**config.mk**
```make
export PLATFORM = sky130hd
export DESIGN_NAME = sac_top
export DESIGN_NICKNAME = d
export VERILOG_FILES = /design/src/sac_pkg.sv /design/src/sac_clkdiv.sv /design/src/sac_top.sv
export SDC_FILE = /design/constraint.sdc
export NUM_CORES = 1
export LEC_CHECK = 0
export BUFFER_PORTS_ARGS = -buffer_cell sky130_fd_sc_hd__buf_4
export CAP_MARGIN = 20
export CORE_MARGIN = 2
export CORE_UTILIZATION = 45
export DETAILED_ROUTE_END_ITERATION = 8
export PLACE_DENSITY_LB_ADDON = 0.08
export SLEW_MARGIN = 10
export SYNTH_ARGS = -nofsm -noshare
export SYNTH_HDL_FRONTEND = slang
export SYNTH_SLANG_ARGS = --single-unit
```
**constraint.sdc**
```tcl
create_clock -name clock -period 3.78 [get_ports clock]
set_input_delay 1.134 -clock clock [delete_from_list [all_inputs] [get_ports clock]]
set_output_delay 1.134 -clock clock [all_outputs]
set_load 0.01 [all_outputs]
```
**src/sac_pkg.sv**
```systemverilog
// package: register map, field layout and timing constants of the adc control
package sac_pkg;
    // ************************************************************
    // register offsets (Avalon word index; byte address = 4*index)
    // ************************************************************
    localparam logic [3:0] OFS_PIN_SEL  = 4'h5;
    localparam logic [3:0] OFS_CONTROL  = 4'h6;
    localparam logic [3:0] OFS_OFFSET   = 4'h7;
    localparam logic [3:0] OFS_RES_HIGH = 4'h8;
    localparam logic [3:0] OFS_RES_LOW  = 4'h9;
    localparam logic [3:0] OFS_STATUS   = 4'ha;
    // ************************************************************
    // field positions
    // ************************************************************
    localparam int CTL_REF_BIT   = 7;
    localparam int CTL_PRE_HI    = 6;
    localparam int CTL_PRE_LO    = 5;
    localparam int CTL_RUN_BIT   = 4;
    localparam int CTL_PWR_BIT   = 3;
    localparam int CTL_CH_HI     = 2;
    localparam int OFS_CAL_BIT   = 7;
    localparam int OFS_SIGN_BIT  = 6;
    localparam int OFS_MAG_HI    = 5;
    localparam int OFS_MAG_LO    = 3;
    localparam int STS_DONE_BIT  = 0;
    localparam int STS_WAKE_BIT  = 1;
    localparam int STS_SLEEP_BIT = 2;
    // ************************************************************
    // reset values and codes
    // ************************************************************
    localparam logic [7:0] PIN_SEL_RESET = 8'h00;
    localparam logic [7:0] CONTROL_RESET = 8'h00;
    localparam logic [7:0] OFFSET_RESET  = 8'h00;
    localparam logic [1:0] PRE_DIV4  = 2'h0;
    localparam logic [1:0] PRE_DIV1  = 2'h1;
    localparam logic [1:0] PRE_DIV16 = 2'h2;
    localparam logic [1:0] PRE_DIV2  = 2'h3;
    // ************************************************************
    // timing
    // ************************************************************
    localparam int CLK_MHZ        = 200;
    localparam int BIT_TIME_US    = 1;
    localparam int CONV_TIME_US   = 16;
    localparam int RES_BITS       = 10;
    localparam int BIT_CYCLES     = BIT_TIME_US * CLK_MHZ;
    localparam int CONV_BIT_SLOTS = CONV_TIME_US / BIT_TIME_US;
    typedef enum logic [1:0] {
        SAC_IDLE   = 2'b00,
        SAC_SAMPLE = 2'b01,
        SAC_CONV   = 2'b11,
        SAC_DONE   = 2'b10
    } sac_state_type;
    // converter-facing control bundle
    typedef struct packed {
        logic [7:0] pin_analog;
        logic       ref_external;
        logic       powered;
        logic [2:0] channel;
        logic       cal_enable;
        logic       cal_positive;
        logic [2:0] cal_magnitude;
    } sac_ana_ctl_type;
endpackage

```
**src/sac_clkdiv.sv**
```systemverilog
// conversion clock prescaler: one-cycle tick at the selected divide ratio
module sac_clkdiv
    import sac_pkg::*;
(
    // clock and reset
    input  wire logic       clock,
    input  wire logic       rst,
    input  wire logic       clk_en,
    // control
    input  wire logic       run,
    input  wire logic [1:0] sel,
    // tick out
    output logic            tick
);
    logic [3:0] cnt_q;
    logic [3:0] limit;

    // prescale code to terminal count
    always_comb begin
        case (sel)
            PRE_DIV1:  limit = 4'h0;
            PRE_DIV2:  limit = 4'h1;
            PRE_DIV16: limit = 4'hf;
            default:   limit = 4'h3;
        endcase
    end

    // free counter restarted whenever the run is idle
    always_ff @(posedge clock or posedge rst) begin
        if (rst) begin
            cnt_q <= 4'h0;
        end else if (clk_en) begin
            if (!run || cnt_q >= limit) begin
                cnt_q <= 4'h0;
            end else begin
                cnt_q <= cnt_q + 4'h1;
            end
        end
    end

    assign tick = run && (cnt_q >= limit);
endmodule

```
**src/sac_top.sv**
```systemverilog
// sar adc control: registers, sequencer, successive approximation and results
//
// Design decision made here: the Avalon-MM slave port.
module sac_top
    import sac_pkg::*;
#(
    parameter int BIT_CYC = BIT_CYCLES
)(
    // clock and reset
    input  wire logic                  clock,
    input  wire logic                  rst,
    input  wire logic                  clk_en,
    // avalon-mm slave
    input  wire logic [5:0]            avs_address,
    input  wire logic                  avs_read,
    input  wire logic                  avs_write,
    input  wire logic [31:0]           avs_writedata,
    input  wire logic [3:0]            avs_byteenable,
    output logic [31:0]                avs_readdata,
    output logic                       avs_waitrequest,
    // system
    input  wire logic                  sleep,
    output logic                       wake,
    // analog front end
    output sac_ana_ctl_type            ana_ctl,
    output logic                       sample_hold,
    output logic [RES_BITS-1:0]        dac_trial,
    input  wire logic                  comp_high
);
    // ************************************************************
    // state
    // ************************************************************
    logic [7:0]          pin_sel_q;
    logic                ref_sel_q;
    logic [1:0]          pre_sel_q;
    logic                run_q;
    logic                power_q;
    logic [2:0]          chan_q;
    logic                cal_en_q;
    logic                cal_pos_q;
    logic [2:0]          cal_mag_q;
    logic                done_q;
    logic                wake_en_q;
    logic                shut_q;
    logic [RES_BITS-1:0] result_q;
    logic [RES_BITS-1:0] sar_q;
    logic [RES_BITS-1:0] trial_q;
    logic [4:0]          slot_q;
    logic [15:0]         bit_cnt_q;
    logic                ack_q;
    logic [31:0]         rdata_q;
    logic                wake_q;
    sac_state_type       state_q;

    logic [3:0]          word;
    logic                req;
    logic                wr_hit;
    logic                finish;
    logic                bit_tick;
    logic                conv_tick;
    logic                powered;
    logic                busy;

    // ************************************************************
    // bus decode
    // ************************************************************
    // one wait cycle for every access keeps read data registered
    assign word            = avs_address[5:2];
    assign req             = (avs_read || avs_write) && !ack_q;
    assign avs_waitrequest = (avs_read || avs_write) && !ack_q;
    assign wr_hit          = avs_write && req && avs_byteenable[0];
    assign avs_readdata    = rdata_q;

    // acknowledge strobe
    always_ff @(posedge clock or posedge rst) begin
        if (rst) begin
            ack_q <= 1'b0;
        end else if (clk_en) begin
            ack_q <= req;
        end
    end

    // read mux, unmapped words read zero
    always_ff @(posedge clock or posedge rst) begin
        if (rst) begin
            rdata_q <= 32'h0;
        end else if (clk_en && req && avs_read) begin
            case (word)
                OFS_PIN_SEL:  rdata_q <= {24'h0, pin_sel_q};
                OFS_CONTROL:  rdata_q <= {24'h0, ref_sel_q, pre_sel_q,
                                          run_q, power_q, chan_q};
                OFS_OFFSET:   rdata_q <= {24'h0, cal_en_q, cal_pos_q,
                                          cal_mag_q, 3'h0};
                OFS_RES_HIGH: rdata_q <= {24'h0, result_q[9:2]};
                OFS_RES_LOW:  rdata_q <= {24'h0, result_q[1:0], 6'h0};
                OFS_STATUS:   rdata_q <= {29'h0, shut_q, wake_en_q, done_q};
                default:      rdata_q <= 32'h0;
            endcase
        end
    end

    // ************************************************************
    // configuration registers
    // ************************************************************
    // pin select
    always_ff @(posedge clock or posedge rst) begin
        if (rst) begin
            pin_sel_q <= PIN_SEL_RESET;
        end else if (clk_en && wr_hit && word == OFS_PIN_SEL) begin
            pin_sel_q <= avs_writedata[7:0];
        end
    end

    // control fields other than run
    always_ff @(posedge clock or posedge rst) begin
        if (rst) begin
            ref_sel_q <= CONTROL_RESET[CTL_REF_BIT];
            pre_sel_q <= CONTROL_RESET[CTL_PRE_HI:CTL_PRE_LO];
            power_q   <= CONTROL_RESET[CTL_PWR_BIT];
            chan_q    <= CONTROL_RESET[CTL_CH_HI:0];
        end else if (clk_en && wr_hit && word == OFS_CONTROL) begin
            ref_sel_q <= avs_writedata[CTL_REF_BIT];
            pre_sel_q <= avs_writedata[CTL_PRE_HI:CTL_PRE_LO];
            power_q   <= avs_writedata[CTL_PWR_BIT];
            // channel locked while run is set or until the done flag is cleared
            if (!done_q && !run_q) begin
                chan_q <= avs_writedata[CTL_CH_HI:0];
            end
        end
    end

    // offset calibration, low bits are not stored
    always_ff @(posedge clock or posedge rst) begin
        if (rst) begin
            cal_en_q  <= OFFSET_RESET[OFS_CAL_BIT];
            cal_pos_q <= OFFSET_RESET[OFS_SIGN_BIT];
            cal_mag_q <= OFFSET_RESET[OFS_MAG_HI:OFS_MAG_LO];
        end else if (clk_en && wr_hit && word == OFS_OFFSET) begin
            cal_en_q  <= avs_writedata[OFS_CAL_BIT];
            cal_pos_q <= avs_writedata[OFS_SIGN_BIT];
            cal_mag_q <= avs_writedata[OFS_MAG_HI:OFS_MAG_LO];
        end
    end

    // wake enable in status word
    always_ff @(posedge clock or posedge rst) begin
        if (rst) begin
            wake_en_q <= 1'b0;
        end else if (clk_en && wr_hit && word == OFS_STATUS) begin
            wake_en_q <= avs_writedata[STS_WAKE_BIT];
        end
    end

    // ************************************************************
    // run bit and done flag
    // ************************************************************
    // the written value must set power and sleep shutdown must be off to start
    assign powered = power_q && !shut_q;
    assign busy    = (state_q != SAC_IDLE);

    always_ff @(posedge clock or posedge rst) begin
        if (rst) begin
            run_q <= 1'b0;
        end else if (clk_en) begin
            if (finish) begin
                run_q <= 1'b0;
            end else if (wr_hit && word == OFS_CONTROL
                         && avs_writedata[CTL_RUN_BIT]
                         && avs_writedata[CTL_PWR_BIT] && !shut_q) begin
                run_q <= 1'b1;
            end else if (!powered) begin
                run_q <= 1'b0;
            end
        end
    end

    // done flag: set beats software clear by writing status bit 0 as one
    always_ff @(posedge clock or posedge rst) begin
        if (rst) begin
            done_q <= 1'b0;
        end else if (clk_en) begin
            if (finish) begin
                done_q <= 1'b1;
            end else if (wr_hit && word == OFS_STATUS
                         && avs_writedata[STS_DONE_BIT]) begin
                done_q <= 1'b0;
            end
        end
    end

    // sleep shutdown and wake pulse
    always_ff @(posedge clock or posedge rst) begin
        if (rst) begin
            shut_q <= 1'b0;
            wake_q <= 1'b0;
        end else if (clk_en) begin
            wake_q <= finish && sleep && wake_en_q;
            if (finish && sleep && !wake_en_q) begin
                shut_q <= 1'b1;
            end else if (!sleep) begin
                shut_q <= 1'b0;
            end
        end
    end
    assign wake = wake_q;

    // ************************************************************
    // sequencer
    // ************************************************************
    sac_clkdiv u_div (
        .clock  (clock),
        .rst    (rst),
        .clk_en (clk_en),
        .run    (busy),
        .sel    (pre_sel_q),
        .tick   (conv_tick)
    );

    // bit timer: fixed bit time, independent of the prescaler; the
    // prescaled tick only paces the sample_hold strobe during the sample bit
    assign bit_tick = busy && (bit_cnt_q == 16'(BIT_CYC - 1));

    always_ff @(posedge clock or posedge rst) begin
        if (rst) begin
            bit_cnt_q <= 16'h0;
        end else if (clk_en) begin
            if (!busy || bit_tick) begin
                bit_cnt_q <= 16'h0;
            end else begin
                bit_cnt_q <= bit_cnt_q + 16'h1;
            end
        end
    end

    // conversion runs on in sleep: sleep gates nothing here
    always_ff @(posedge clock or posedge rst) begin
        if (rst) begin
            state_q <= SAC_IDLE;
            slot_q  <= 5'h0;
        end else if (clk_en) begin
            case (state_q)
                SAC_IDLE: begin
                    if (run_q && powered) begin
                        state_q <= SAC_SAMPLE;
                    end
                    slot_q <= 5'h0;
                end
                SAC_SAMPLE: begin
                    if (bit_tick) begin
                        state_q <= SAC_CONV;
                        slot_q  <= 5'h1;
                    end
                end
                SAC_CONV: begin
                    if (!powered) begin
                        state_q <= SAC_IDLE;
                    end else if (bit_tick) begin
                        if (slot_q == 5'(CONV_BIT_SLOTS - 1)) begin
                            state_q <= SAC_DONE;
                        end
                        slot_q <= slot_q + 5'h1;
                    end
                end
                SAC_DONE: state_q <= SAC_IDLE;
                default:  state_q <= SAC_IDLE;
            endcase
        end
    end
    assign finish = (state_q == SAC_DONE);

    // successive approximation: slots 1..10 decide msb first
    always_ff @(posedge clock or posedge rst) begin
        if (rst) begin
            sar_q   <= '0;
            trial_q <= '0;
        end else if (clk_en) begin
            if (state_q == SAC_SAMPLE) begin
                sar_q   <= '0;
                trial_q <= 10'h200;
            end else if (state_q == SAC_CONV && bit_tick
                         && slot_q <= 5'(RES_BITS)) begin
                // keep the trial bit when input is above the dac
                sar_q   <= comp_high ? trial_q : (trial_q ^ (trial_q &
                           ~sar_q & -trial_q));
                trial_q <= (comp_high ? trial_q : sar_q)
                           | ((trial_q & ~sar_q & -trial_q) >> 1);
            end
        end
    end
    assign dac_trial   = trial_q;
    assign sample_hold = (state_q == SAC_SAMPLE) && conv_tick;

    // both result halves load in one edge
    always_ff @(posedge clock or posedge rst) begin
        if (rst) begin
            result_q <= '0;
        end else if (clk_en && finish) begin
            result_q <= sar_q;
        end
    end

    // analog control bundle
    always_comb begin
        ana_ctl.pin_analog    = pin_sel_q;
        ana_ctl.ref_external  = ref_sel_q;
        ana_ctl.powered       = powered;
        ana_ctl.channel       = chan_q;
        ana_ctl.cal_enable    = cal_en_q;
        ana_ctl.cal_positive  = cal_pos_q;
        ana_ctl.cal_magnitude = cal_mag_q;
    end
endmodule

```
# ---- Word-level counts from Yosys, hierarchy flattened
# Cells that the tools add are included.
dict set report totals {
  ff_bits 115
  latchBits 0
  ram_bits 0
  romBits 0
  in_bits 49
  out_inout_bits 63
  wordCells 131
  mem_count 0
}
dict set report classes {
  addsub 4
  n_mul 0
  div_mod_pow 0
  magnitude_cmp 2
  eq_ne 22
  n_shift 0
  mux 27
  bitwise 5
  n_reduce_logical 49
}
# op count
set ops {}
lappend ops {{$mux W10} 6}
lappend ops {{$pmux W8 S6} 1}
lappend ops {{$logic_and A1 B1 Y1} 28}
lappend ops {{$and A10 B10 Y10} 2}
lappend ops {{$add A16 B1 Y16 const B} 1}
lappend ops {{$eq A16 B8 Y1 const B} 1}
lappend ops {{$mux W16} 1}
lappend ops {{$mux W5} 3}
lappend ops {{$pmux W5 S3} 1}
lappend ops {{$eq A4 B3 Y1 const B} 3}
lappend ops {{$eq A4 B4 Y1 const B} 3}
lappend ops {{$pmux W4 S3} 1}
lappend ops {{$mux W2} 5}
lappend ops {{$neg A10 Y10} 1}
lappend ops {{$not A10 Y10} 1}
lappend ops {{$or A10 B9 Y10} 1}
lappend ops {{$reduce_and A2 Y1} 5}
lappend ops {{$reduce_and A5 Y1} 2}
lappend ops {{$xor A10 B10 Y10} 1}
lappend ops {{$eq A2 B2 Y1 const B} 4}
lappend ops {{$ne A2 B2 Y1 const B} 4}
lappend ops {{$pmux W2 S4} 1}
lappend ops {{$mux W1} 7}
lappend ops {{$logic_not A1 Y1} 6}
lappend ops {{other kinds (14)} 20}

# ---- Depth between registers and ports, before layout
dict set report depth {
  word_depth 10
  ltp_mapped 8
  mapped_depth_nobuf 7
}

# ---- By module
# A second synthesis with hierarchy kept.
dict set report hier_totals {
  hier_cells 505
  area_unflattened_um2 4909.7
}
# module instances cells_each area_each_um2 seq_area_each_um2
set modules_own_cells {}
lappend modules_own_cells {sac_top 1 470 4600.7 2177.1}
lappend modules_own_cells {sac_clkdiv 1 35 309.0 100.1}

# ---- Worst setup path after synthesis
# No wires, ideal clock.
dict set report synth_timing {
  kind {reg-to-output}
  start {register pre_sel_q[1]}
  end {output sample_hold}
  arrival_ns 1.472
  slack_ns 1.174
  stages_incl_launch_ff 6
  n_path_buf 0
  cell_sequence {dfrtp_1 -> nand2b_1 -> ha_1 -> nand2b_1 -> a2111o_1 -> and3_1}
}
dict set report synth_via {
  elab_chain_len 5
}
# item line
set synth_rtl {}
lappend synth_rtl {{start: declaration} sac_top.sv:35} ;# logic [1:0] pre_sel_q;
lappend synth_rtl {{start signal: assignment} sac_top.sv:118} ;# pre_sel_q <= CONTROL_RESET[CTL_PRE_HI:CTL_PRE_LO];
lappend synth_rtl {{start signal: assignment} sac_top.sv:123} ;# pre_sel_q <= avs_writedata[CTL_PRE_HI:CTL_PRE_LO];
lappend synth_rtl {{$eq A2 B2 Y1 or $eq A2 B1 Y1 (tied branches)} sac_clkdiv.sv:20} ;# case (sel)
lappend synth_rtl {{$pmux W4 S3 *} sac_clkdiv.sv:20}
lappend synth_rtl {{$ge A4 B4 Y1 *} sac_clkdiv.sv:41} ;# assign tick = run && (cnt_q >= limit);
lappend synth_rtl {{$logic_and A1 B1 Y1 *} sac_clkdiv.sv:41}
lappend synth_rtl {{$logic_and A1 B1 Y1 *} sac_top.sv:291} ;# assign sample_hold = (state_q == SAC_SAMPLE) && conv_tick;
lappend synth_rtl {{end: declaration} sac_top.sv:26} ;# output logic sample_hold,
# Every way passes the cells marked *; elsewhere a longest branch is shown, timed or not.

# ---- Worst setup path after layout
# Same ends and word-level chain as after synthesis.

==> flow_summary_export.csv <==
group,metric,value,unit
power,p_leak,2.695,nW
route,vias_per_cell,5.455,
power,powerDensity,433.6,mW/mm²
setup_path,cp_max_fo,4,
setup_path,rr_worst_depth,6,
yosys,ys.flop_type,"dfrtp_1",
layout,finalNetCount,574,
place,port-buffer-count,58,
yosys,async_flop_share,100.0,%
layout,fill_cells,996,
outcome,status,"finished, final reports clean",
yosys,synth-edff-count,0,
timing,setup_slack,581.1,ps
yosys,synthXorXnorAreaFrac,2.502,%
route,dr_total_vias,3600,
cts,root_buffer,"clkbuf_8",
setup_path,crit_top_cell,"nand2b_1",
yosys,synth.avg_cell_area,10.49,µm²
worst_hold_path,hold_path_end,"result_q[8]",
floorplan,core,0.01075,mm²
cts,holdBufCountCts,0,
floorplan,die_y,108.4,µm
power,clockPowerShare,34.1,%
grt,track_usage,20.00,%
yosys,yosysTopAreaCellShare,46.46,%
grt,grt_overflow_total,0,
yosys,synth_cell_types,65,
worst_hold_path,hold_path.class,"register to register",
power,irDropWorstVdd,0.1748,mV
layout,seq_area,0.002277,mm²
floorplan,fp.dieW,108.4,µm
setup_path,cp_cell_sequence,"nand2b_1 -> ha_1 -> nand2b_1 -> a2111o_1 -> and3_1 -> buf_4",
yosys,synthAdderAreaFrac,2.553,%
cts,cts_buffers,9,
layout,drive_gt1_share,23.46,%
yosys,ys_top_cells_by_count,"dfrtp_1, nand2_1, nor2_1",
setup_path,worst_setup_path_start_kind,"register",
timing,rsz0062_at_grt,"false",
yosys,synth_seq_cells,91,
power,p_seq_share,47.0,%
timing,period_share,84.63,%
grt,grt_pass1_vias,3494,
route,drtAntennaViolNets,0,
setup_path,path_delay_family,"simple AND/OR/NAND/NOR gates",
power,power.total,2.406,mW
power,power.switching,0.7059,mW
power,combinationalPowerShare,18.9,%
floorplan,die_area,0.01174,mm²
setup_path,reg2reg_from,"bit_cnt_q[1]",
worst_hold_path,whs_path_depth,2,
setup_path,r2r-end,"bit_cnt_q[15]",
yosys,synth_top_area_cell,"dfrtp_1",
route,drt_wl_total,10870,µm
cts,clk_pin_slew_worst_paths,100,ps
job,cap_violations,0,
timing,fmaxAchievable,0.3126,GHz
layout,multi_input_area,0.002332,mm²
grt,antenna_found_initial,0,
setup_path,cp_slowest_cell,"dfrtp_1",
layout,areaGrowthSynthToFinish,13.25,%
setup_path,max_stage_delay,420,ps
floorplan,pin_count,112,
timing,final-hold-violation-count,0,
route,wire_per_inst,16.48,µm
cts,ctsHtreeMaxLevel,3,
cts,clkLatencyLatePin,370,ps
place,post-place-ws,926.0,ps
yosys,synth-compound-area-share,15.60,%
cts,ctsResizeCount,0,
cts,clock_sinks,91,
yosys,netlist_area,0.004901,mm²
floorplan,initial_core_util,45.61,%
yosys,ys_warn_count,0,
power,swShare,29.33,%
grt,grt_pass1_wl,18130,µm
yosys,synth.most_common_cell,"dfrtp_1",
yosys,synth.area.top_cells,"dfrtp_1, mux2_2, buf_4",
worst_hold_path,hp-start,"result_q[8]",
setup_path,path_buf_inv,1,
yosys,synth_seq_area_share,46.46,%
timing,drv_slew,0,
timing,skew,13.67,ps
layout,antenna_cells,0,
setup_path,reg2reg_setup_slack,1640,ps
route,drc,0,
route,drtIter0Drc,151,
setup_path,end_kind,"output pin",
timing,period_needed,3199,ps
timing,tightest_slew,785.0,ps
cts,clockBufferDepth,2,
timing,finalSetupViolCount,0,
yosys,muxShareOfSynthArea,7.302,%
place,gp_congestion,0.8413,
yosys,synth_top_family_by_area,"simple AND/OR/NAND/NOR gates",
cts,post_cts_buffers,0,
setup_path,worstSetupPathType,"register to output pin",
setup_path,cp_data_arrival_time,2060,ps
cts,cts_tree,"yes",
yosys,synth_simple_gate_area_share,17.79,%
timing,fin_setup_tns,0,ps
grt,grt_max_degree,92,
yosys,synthCells,467,
route,drt-pass1-iter-count,5,
floorplan,num_rows,38,
timing,relSlewSlack,47.47,%
setup_path,critPathRequiredTime,2650,ps
power,p_int,1.700,mW
place,place_hpwl,7810,µm
registers in the layout (all words and copies together) (netlist names), 2 cells and up:
register / count
dac_trial: 10
slot_q: 5
chan_q: 3
result_q: 10
pre_sel_q: 2
pin_sel_q: 8
u_div.cnt_q: 4
sar_q: 10
state_q: 2
avs_readdata: 8
bit_cnt_q: 16
cal_mag_q: 3
logic make-up (layout without fill, tap and decap cells):
kind of cell,after synthesis,in the layout
fa+ha+maj,10,10
mux,32,32
compound gates,102,102
flops,91,91
buf+inv,60,90
other cells,1,24
xor+xnor,14,14
simple gates,157,157
through the flow:
| stage | utilization (%) | hold WS (ps) | cell area, µm² | cells |
|---|---|---|---|---|
| CTS | 51.65 | 495.7 | 5550 | 660 |
| floorplan | - | 445.1 | 4987 | 490 |
| global route | 51.65 | 527.9 | 5550 | 660 |
| global placement | 49.34 | 466.9 | 5301 | 644 |
| detailed placement | 49.34 | 473.5 | 5301 | 644 |
| finish | 51.65 | 491.1 | 5550 | 660 |
per-layer routing:
| metal | GRT usage [%] | up-vias | wire, µm |
|---|---|---|---|
| met5 | 0 | - | 0 |
| met4 | 5.220 | 0 | 104 |
| met3 | 4.280 | 9 | 590 |
| met2 | 31.58 | 96 | 5008 |
| met1 | 28.09 | 1761 | 5171 |
| li1 | - | 1734 | - |
power groups by stage:
| stage | clock [mW] | combinational [mW] | sequential (mW) |
|---|---|---|---|
| 6_report | 0.821 | 0.455 | 1.13 |
| 5_1_grt | 0.889 | 0.510 | 1.14 |
| 3_5_place_dp | 0 | 0.461 | 1.15 |
| 2_1_floorplan | 0 | 0.358 | 1.12 |
| 3_3_place_gp | 0 | 0.450 | 1.15 |
| 4_1_cts | 0.837 | 0.462 | 1.13 |
layout by cell type (no fill, tap or decap), drive strengths merged, types with 7 or more instances in the layout:
master	Yosys	layout
dfrtp	91	91
buf	34	60
nand2	50	50
nor2	32	32
mux2	27	27
o21ai	25	25
conb	1	24
o2bb2ai	13	13
inv	13	13
nor3	13	13
xor2	11	11
a22oi	11	11
nand3	11	11
ha	10	10
clkbuf	12	10
a22o	9	9
nand2b	7	7
a21oi	7	7
a21o	7	7
worst register-to-register path: cells and delay by family, from the launching register on:
kind	cells	cell delay, ps
flip-flops	1	390
adder cells (fa/ha/maj)	1	250
AO/OA/AOI/OAI	1	230
AND/OR/NAND/NOR	4	1140
final cells by class:
cell class | instances | share of cell area [%]
flip-flops and latches | 91 | 41.03
multi-input cells | 339 | 42.02
inverters | 14 | 0.9693
repair buffers | 60 | 8.341
clock buffers | 10 | 2.480
clock inverters | 6 | 2.006
well taps | 140 | 3.156
how the worst max path moves through the flow:
| stage | start | end | slack (ps) | cells after the start |
|---|---|---|---|---|
| 2_1_floorplan | rst | ack_q | 280 | 1 |
| 5_1_grt | pre_sel_q[1] | sample_hold | 500 | 6 |
| 3_3_place_gp | clk_en | bit_cnt_q[15] | 920 | 7 |
| 3_5_place_dp | clk_en | bit_cnt_q[15] | 930 | 7 |
| 6_report | pre_sel_q[1] | sample_hold | 580 | 6 |
| 4_1_cts | pre_sel_q[1] | sample_hold | 560 | 6 |
No activity file was read; power rests on OpenSTA's default activity.
